<file path="config.mk">
export PLATFORM = sky130hd
export DESIGN_NAME = peripheral_irq_enable_regs
export DESIGN_NICKNAME = d
export VERILOG_FILES = /design/src/shared/irq_enable_pkg.sv /design/src/logic/irq_gate.sv /design/src/logic/peripheral_irq_enable_regs.sv
export SDC_FILE = /design/constraint.sdc
export NUM_CORES = 1
export LEC_CHECK = 0
export ABC_AREA = 1
export BUFFER_PORTS_ARGS = -buffer_cell sky130_fd_sc_hd__buf_2
export CAP_MARGIN = 20
export CORE_MARGIN = 10
export CORE_UTILIZATION = 45
export CTS_CLUSTER_DIAMETER = 120
export CTS_CLUSTER_SIZE = 25
export DETAILED_ROUTE_END_ITERATION = 12
export PLACE_DENSITY = 0.82
export SLEW_MARGIN = 40
export SYNTH_ARGS = -nofsm -noshare
export SYNTH_HDL_FRONTEND = slang
export SYNTH_SLANG_ARGS = --single-unit
</file>
<file path="constraint.sdc">
create_clock -name ref_clk_in -period 2.8 [get_ports ref_clk_in]
set_input_delay 0 -clock ref_clk_in [delete_from_list [all_inputs] [get_ports ref_clk_in]]
set_output_delay 0 -clock ref_clk_in [all_outputs]
set_load 0.005 [all_outputs]
</file>
<file path="src/shared/irq_enable_pkg.sv">
// Shared constants and carriers for the peripheral interrupt enable bank.
// Assumes a byte-wide register space reached over a 32-bit Avalon-MM slave.
package irq_enable_pkg;
    localparam int ADDR_W = 8;
    // Printed offsets are not multiples of four: they are register indices.
    localparam logic [7:0] IDX_ENABLE_A = 8'h8c;
    localparam logic [7:0] IDX_ENABLE_B = 8'h8d;
    localparam logic [7:0] IDX_STATUS = 8'h40;
    localparam logic [7:0] IDX_MASK = 8'h41;
    localparam logic [7:0] IDX_RAW = 8'h42;
    // Bit 7 of an index is the bank select and is ignored for shared regs.
    localparam logic [7:0] BANK_STRIP = 8'h7f;
    localparam logic [7:0] ENABLE_A_RESET = 8'h00;
    localparam logic [7:0] ENABLE_B_RESET = 8'h00;
    localparam logic [7:0] ENABLE_A_WMASK = 8'hbf;
    localparam logic [7:0] ENABLE_B_WMASK = 8'h01;
    localparam logic [7:0] STATUS_RESET = 8'h00;
    localparam logic [7:0] MASK_RESET = 8'h00;
    localparam logic [31:0] UNMAPPED_DATA = 32'h0000_0000;
    localparam int BIT_PARALLEL = 7;
    localparam int BIT_RESERVED = 6;
    localparam int BIT_RECEIVE = 5;
    localparam int BIT_TRANSMIT = 4;
    localparam int BIT_SYNC_SERIAL = 3;
    localparam int BIT_CAPTURE_ONE = 2;
    localparam int BIT_PERIOD_MATCH = 1;
    localparam int BIT_OVERFLOW = 0;
    localparam int BIT_CAPTURE_TWO = 0;

    typedef struct packed {
        logic [ADDR_W-1:0] address;
        logic read;
        logic write;
        logic [31:0] writedata;
        logic [3:0] byteenable;
    } avalon_req_t;

    typedef struct packed {
        logic [31:0] readdata;
        logic waitrequest;
    } avalon_rsp_t;

    // Peripheral flags: group a is the eight-bit bank, b holds capture two.
    typedef struct packed {
        logic [7:0] group_a;
        logic group_b;
    } irq_flags_t;

    typedef enum logic [1:0] {
        ST_IDLE = 2'b01,
        ST_DONE = 2'b10
    } bus_state_t;
endpackage

</file>
<file path="src/logic/irq_gate.sv">
// Gates raw peripheral flags with their enable bits, registered.
// Assumes flags arrive synchronous to ref_clk_in.
`timescale 1ns/1ns
module irq_gate import irq_enable_pkg::*; (
    input wire logic ref_clk_in,
    input wire logic rst_n_in,
    input wire irq_flags_t flags_in,
    input wire logic [7:0] enable_a_in,
    input wire logic [7:0] enable_b_in,
    output irq_flags_t gated_out
);
    // Flags are only read here, never modified, so software sees them intact.
    always_ff @(posedge ref_clk_in or negedge rst_n_in) begin
        if (!rst_n_in) begin
            gated_out <= '0;
        end else begin
            gated_out.group_a <= flags_in.group_a & enable_a_in;
            gated_out.group_b <= flags_in.group_b
                & enable_b_in[BIT_CAPTURE_TWO];
        end
    end
endmodule

</file>
<file path="src/logic/peripheral_irq_enable_regs.sv">
// Peripheral interrupt enable register bank with an Avalon-MM slave.
// Assumes peripheral flags arrive synchronous to ref_clk_in and that
// rst_n_in is driven by every reset source, power-up or otherwise.
// Operation
// Enable bit 7 gates parallel port request.
// Software keeps reserved bit 6 cleared.
// Enable bit 5 gates receive request.
// Enable bit 4 gates transmit request.
// Enable bit 2 gates capture one request.
// Second register holds capture two enable only.
// Shared registers answer identically from either bank.
// Pin and watchdog resets clear the registers.
// Request needs flag and enable; flags untouched.
`timescale 1ns/1ns
module peripheral_irq_enable_regs import irq_enable_pkg::*; (
    input wire logic ref_clk_in,
    input wire logic rst_n_in,
    input wire logic [ADDR_W-1:0] avs_address_in,
    input wire logic avs_read_in,
    input wire logic avs_write_in,
    input wire logic [31:0] avs_writedata_in,
    input wire logic [3:0] avs_byteenable_in,
    output logic [31:0] avs_readdata_out,
    output logic avs_waitrequest_out,
    input wire logic [7:0] flags_a_in,
    input wire logic flag_b_in,
    output logic [7:0] request_a_out,
    output logic request_b_out,
    output logic [7:0] enable_a_out,
    output logic enable_b_out,
    output logic irq_out
);
    avalon_req_t req;
    bus_state_t state_q;
    logic [7:0] enable_a_q;
    logic [7:0] enable_b_q;
    logic [7:0] status_q;
    logic [7:0] mask_q;
    logic [7:0] event_prev_q;
    logic [7:0] events;
    logic [7:0] rd_byte;
    logic take;
    logic done;
    logic wr_ok;
    logic status_read;
    irq_flags_t flags;
    irq_flags_t gated;

    assign req = '{address: avs_address_in, read: avs_read_in,
        write: avs_write_in, writedata: avs_writedata_in,
        byteenable: avs_byteenable_in};
    assign flags = '{group_a: flags_a_in, group_b: flag_b_in};

    // Shared registers ignore the bank bit, so either bank hits them.
    function automatic logic hit(input logic [7:0] a, input logic [7:0] idx);
        hit = (a & BANK_STRIP) == (idx & BANK_STRIP);
    endfunction

    // Each access is answered one cycle after it is presented.
    assign take = state_q == ST_IDLE && (req.read || req.write);
    // Writes commit only at the edge where the master sees waitrequest low.
    assign done = state_q == ST_DONE && (req.read || req.write);
    assign wr_ok = done && req.write && req.byteenable[0];
    assign status_read = take && req.read && hit(req.address, IDX_STATUS);

    always_ff @(posedge ref_clk_in or negedge rst_n_in) begin
        if (!rst_n_in) begin
            state_q <= ST_IDLE;
        end else begin
            case (state_q)
                ST_IDLE: begin
                    if (take) begin
                        state_q <= ST_DONE;
                    end
                end
                ST_DONE: begin
                    state_q <= ST_IDLE;
                end
                default: begin
                    state_q <= ST_IDLE;
                end
            endcase
        end
    end

    // One reset input serves power-up, pin and watchdog alike.
    always_ff @(posedge ref_clk_in or negedge rst_n_in) begin
        if (!rst_n_in) begin
            enable_a_q <= ENABLE_A_RESET;
            enable_b_q <= ENABLE_B_RESET;
        end else if (wr_ok) begin
            if (hit(req.address, IDX_ENABLE_A)) begin
                // Reserved bit is not stored, covering software slips.
                enable_a_q <= req.writedata[7:0] & ENABLE_A_WMASK;
            end
            if (hit(req.address, IDX_ENABLE_B)) begin
                enable_b_q <= req.writedata[7:0] & ENABLE_B_WMASK;
            end
        end
    end

    always_ff @(posedge ref_clk_in or negedge rst_n_in) begin
        if (!rst_n_in) begin
            mask_q <= MASK_RESET;
        end else if (wr_ok && hit(req.address, IDX_MASK)) begin
            mask_q <= req.writedata[7:0];
        end
    end

    irq_gate u_gate (
        .ref_clk_in(ref_clk_in),
        .rst_n_in(rst_n_in),
        .flags_in(flags),
        .enable_a_in(enable_a_q),
        .enable_b_in(enable_b_q),
        .gated_out(gated)
    );

    // Rising edges of gated group a requests become sticky events; group b has none.
    assign events = gated.group_a & ~event_prev_q;

    always_ff @(posedge ref_clk_in or negedge rst_n_in) begin
        if (!rst_n_in) begin
            event_prev_q <= STATUS_RESET;
        end else begin
            event_prev_q <= gated.group_a;
        end
    end

    // A new event in the clearing cycle survives the read.
    always_ff @(posedge ref_clk_in or negedge rst_n_in) begin
        if (!rst_n_in) begin
            status_q <= STATUS_RESET;
        end else if (status_read) begin
            status_q <= events;
        end else begin
            status_q <= status_q | events;
        end
    end

    always_comb begin
        rd_byte = 8'h00;
        if (hit(req.address, IDX_ENABLE_A)) begin
            rd_byte = enable_a_q;
        end else if (hit(req.address, IDX_ENABLE_B)) begin
            rd_byte = enable_b_q & ENABLE_B_WMASK;
        end else if (hit(req.address, IDX_STATUS)) begin
            rd_byte = status_q;
        end else if (hit(req.address, IDX_MASK)) begin
            rd_byte = mask_q;
        end else if (hit(req.address, IDX_RAW)) begin
            rd_byte = flags_a_in;
        end
    end

    always_ff @(posedge ref_clk_in or negedge rst_n_in) begin
        if (!rst_n_in) begin
            avs_readdata_out <= UNMAPPED_DATA;
        end else if (take && req.read) begin
            avs_readdata_out <= {24'h00_0000, rd_byte};
        end
    end

    // Waitrequest stays high except in the answer cycle.
    always_ff @(posedge ref_clk_in or negedge rst_n_in) begin
        if (!rst_n_in) begin
            avs_waitrequest_out <= 1'b1;
        end else begin
            avs_waitrequest_out <= !take;
        end
    end

    always_ff @(posedge ref_clk_in or negedge rst_n_in) begin
        if (!rst_n_in) begin
            request_a_out <= 8'h00;
            request_b_out <= 1'b0;
            enable_a_out <= ENABLE_A_RESET;
            enable_b_out <= 1'b0;
            irq_out <= 1'b0;
        end else begin
            request_a_out <= gated.group_a;
            request_b_out <= gated.group_b;
            enable_a_out <= enable_a_q;
            enable_b_out <= enable_b_q[BIT_CAPTURE_TWO];
            irq_out <= |((status_q | events) & mask_q);
        end
    end
endmodule

</file>
==> flow_metrics.py <==
metrics = {
    "outcome": {
        "status": "finished clean",
    },
    "finish": {
        "final_cell_count_no_fill": 448,
        "areaGrowthSynthToFinish_pct": 24.2,
        "post_route_cells_drive_above_1_share_pct": 28.5,
        "fillerInstances": 491,
        "nNetsFinal": 428,
        "antenna_cells": 0,
        "utilization_pct": 58.7,
        "finalInstanceArea_mm2": 0.00331,
    },
    "timing": {
        "finalCritPeriodShare_pct": 64.2,
        "rsz0062_at_grt": "no",
        "fin_crit_ns": 1.80,
        "hold_viol_final": 0,
        "fin_hold_ws_ns": 0.0159,
        "finalSetupViolCount": 0,
        "timing_max_transition_violations_final": 0,
        "timing.max_slew.rel_slack_pct": 65.6,
        "finalSetupTns_ns": 0,
        "timing.clock.skew_ns": 0.00505,
        "worst_pin_slew_ns": 0.514,
        "max_clock_freq_mhz": 557,
    },
    "detailed_routing": {
        "route.final.wire_length_mm": 6.34,
        "route.detailed.drc": 0,
        "vias_per_cell": 4.62,
        "detailroute.via_count": 2069,
        "wire_per_inst_um": 14.1,
        "initialDrtViolationCount": 98,
        "detail_route.first_pass.iterations": 5,
        "drt.antenna.violating_nets": 0,
    },
    "logic_synthesis": {
        "seq_area_frac_synth_pct": 55.4,
        "netlist.area_leader.share_pct": 53.5,
        "synth_cell_types": 22,
        "yosys_register_bits": 59,
        "syn-instance-count": 290,
        "synth.yosys.warnings": 0,
        "synth_async_sr_flop_share_pct": 100,
        "netlist_area_mm2": 0.00267,
        "synth.area.top_cells": "sky130_fd_sc_hd__dfrtp_1 53%, sky130_fd_sc_hd__nand2_1 11%, sky130_fd_sc_hd__buf_4 7.6%, sky130_fd_sc_hd__inv_1 5.5%, sky130_fd_sc_hd__o21ai_2 4.6%",
        "synth.largest_area_cell": "sky130_fd_sc_hd__dfrtp_1",
        "synth_top_flop_cell": "sky130_fd_sc_hd__dfrtp_1",
        "synthesis.area_per_instance_um2": 9.20,
        "number_of_enable_flip_flop_cells_after_synthesis": 0,
    },
    "cts": {
        "tritoncts_num_sinks": 59,
        "root_buffer": "sky130_fd_sc_hd__clkbuf_8",
        "cts_buffers": 9,
        "clock_latency_ns": 0.34,
        "clock_slew_seen_by_the_registers_of_the_worst_setup_and_hold_paths_ns": 0.06,
        "cts_max_path_buffers": 2,
        "tritoncts": "done",
        "h-tree-depth": 3,
    },
    "power": {
        "netSwitchingPower_uw": 499,
        "p_sw_share_pct": 24.6,
        "p_int_uw": 1530,
        "power.ir.vdd_worst_uv": 310,
        "power.clock.fraction_pct": 43.2,
        "power_per_cell_area_mw_per_mm2": 612,
        "power.leakage_uw": 0.00194,
        "pwr-share-comb_pct": 11.0,
        "seq_power_share_pct": 45.8,
    },
    "setup_path": {
        "crit_path_end_kind": "flip-flop",
        "critPathMaxFanout": 9,
        "critPathCapture": "status_q[7]",
        "worst-r2r-setup-slack_ns": 1.00,
        "cp_launch_type": "flip-flop",
        "worst-setup-path-type": "reg -> reg",
        "critical_path.reg2reg.endpoint": "status_q[7]",
        "cp_startpoint": "state_q[0]",
        "worst-endpoint-required_ns": 3.00,
        "worstReg2RegStart": "state_q[0]",
        "critPathArrivalTime_ns": 2.00,
        "worst_r2r_path_depth": 7,
    },
    "global_routing": {
        "grt_first_pass_wirelength_mm": 10.3,
        "grt_max_degree": 42,
        "vias_in_the_first_global_route": 2113,
        "global_route.overflow_total": 0,
        "grt_util_all_layers_pct": 13.6,
        "antenna_found_initial": 0,
    },
    "die": {
        "core_area_mm2": 0.00564,
        "design.portCount": 109,
        "dieHeight_um": 97.0,
        "floorplan.die_area_mm2": 0.00941,
        "floorplan.rows": 27,
        "die_w_um": 97.0,
        "initial_standard_cell_utilization_of_the_core_pct": 47.3,
    },
    "placement": {
        "dp.final_hpwl_mm": 4.53,
        "buffer_ports.inserted": 54,
        "place_area_mm2": 0.00290,
        "place.detailed.instances": 413,
        "gpl.final_weighted_congestion": 0.831,
    },
    "hold_path": {
        "hold_class": "in -> reg",
    },
    "flow_run": {
        "drv_cap": 0,
    },
}
==> what timing repair did <==
item / in CTS / in global routing
hold buffers: 19 / 0
endpoints found under the setup margin: 0 / 0
endpoints found under the hold margin: 45 / 0
setup buffers: 0 / 0
resized for setup: 0 / 0
==> cell type report <==
class	count	area (µm²)	area share (%)
Timing Repair Buffer	75	475	14.4
Inverter	46	173	5.21
Clock inverter	5	75.1	2.27
Multi-Input combinational cell	180	870	26.2
Tap cell	72	90.1	2.72
Clock buffer	11	151	4.57
Sequential cell	59	1480	44.6
==> worst max-delay path: stages (launching register included) <==
cell and delay, ns:
sky130_fd_sc_hd__dfstp_2 0.52, sky130_fd_sc_hd__inv_1 0.04, sky130_fd_sc_hd__nor2_1 0.08, sky130_fd_sc_hd__inv_1 0.08, sky130_fd_sc_hd__nor2_4 0.25, sky130_fd_sc_hd__inv_2 0.18, sky130_fd_sc_hd__nor2_2 0.37, sky130_fd_sc_hd__o22ai_1 0.14
==> cell usage in the layout (no fill, tap or decap) <==
cell,n
sky130_fd_sc_hd__nand2_1,80
sky130_fd_sc_hd__dfrtp_1,57
sky130_fd_sc_hd__buf_2,54
sky130_fd_sc_hd__inv_1,39
sky130_fd_sc_hd__conb_1,26
sky130_fd_sc_hd__dlygate4sd3_1,19
sky130_fd_sc_hd__nand3_1,14
sky130_fd_sc_hd__o21ai_2,14
sky130_fd_sc_hd__clkbuf_8,11
sky130_fd_sc_hd__nor2_1,10
sky130_fd_sc_hd__o21ai_0,8
sky130_fd_sc_hd__nand4_1,8
sky130_fd_sc_hd__inv_2,7
sky130_fd_sc_hd__o22ai_1,7
sky130_fd_sc_hd__nand2_2,4
sky130_fd_sc_hd__nor2_2,3
sky130_fd_sc_hd__clkinv_2,3
sky130_fd_sc_hd__nand2_4,2
sky130_fd_sc_hd__dfstp_2,2
sky130_fd_sc_hd__bufinv_16,2
sky130_fd_sc_hd__buf_4,2
sky130_fd_sc_hd__nor2_4,1
sky130_fd_sc_hd__a21oi_1,1
sky130_fd_sc_hd__nor3_4,1
sky130_fd_sc_hd__and2_4,1
==> registers in the layout, summed over array words and instances, names as in the netlist <==
| register | count |
|---|---|
| avs_readdata_out | 8 |
| avs_waitrequest_out | 1 |
| enable_a_out | 7 |
| enable_a_q | 7 |
| enable_b_out | 1 |
| enable_b_q | 1 |
| irq_out | 1 |
| mask_q | 8 |
| request_a_out | 7 |
| request_b_out | 1 |
| state_q | 2 |
| status_q | 7 |
| u_gate.gated_out | 8 |
==> per-layer routing <==
layer / vias to the layer above / wire [µm] / GRT usage [%]
met5: - / 0 / 0
met4: 0 / 124 / 6.65
met3: 16 / 742 / 5.89
met2: 103 / 3130 / 21.8
met1: 937 / 2340 / 15.2
li1: 1013 / - / -
==> cells by family (layout without fill, tap and decap cells) <==
kind of cell | count (synthesis) | after routing | share of synthesized area [%]
and+or+nand+nor | 124 | 124 | 21.0
DFF | 59 | 59 | 55.4
AOI/OAI and AO/OA | 30 | 30 | 7.93
buffers and inverters | 76 | 137 | 15.5
other | 1 | 26 | 0.141
==> cells in the mapped netlist (all sizes together), types with 2 or more instances <==
library cell / instances
o22ai: 7
nor2: 14
nand2: 86
dfstp: 2
dfrtp: 57
buf: 30
nand4: 8
o21ai: 22
inv: 46
nand3: 14
==> power groups by stage <==
stage | registers (µW) | logic, µW | clock network [µW]
floorplan | 942 | 137 | 0
global placement | 941 | 195 | 0
detailed placement | 944 | 202 | 0
CTS | 929 | 224 | 887
global route | 933 | 255 | 927
finish | 929 | 223 | 875
==> stage by stage <==
stage / setup slack (ns) / total power (µW)
2_1_floorplan: 1.47 / 1080
3_3_place_gp: 1.09 / 1140
3_5_place_dp: 1.04 / 1150
4_1_cts: 1.03 / 2040
5_1_grt: 0.881 / 2120
6_report: 1.00 / 2030
==> how the worst min path moves through the flow <==
stage	to	slack (ns)	start	depth (start not counted)
after detailed placement	request_a_out[5]	-0.05	rst_n_in	1
after CTS	state_q[1]	0.006	avs_read_in	3
after global placement	request_a_out[5]	-0.05	rst_n_in	1
final	state_q[1]	0.02	avs_read_in	3
after global routing	state_q[1]	0.04	avs_read_in	3
after floorplan	avs_readdata_out[0]	-0.30	rst_n_in	0
No activity file was read; power rests on OpenSTA's default activity.
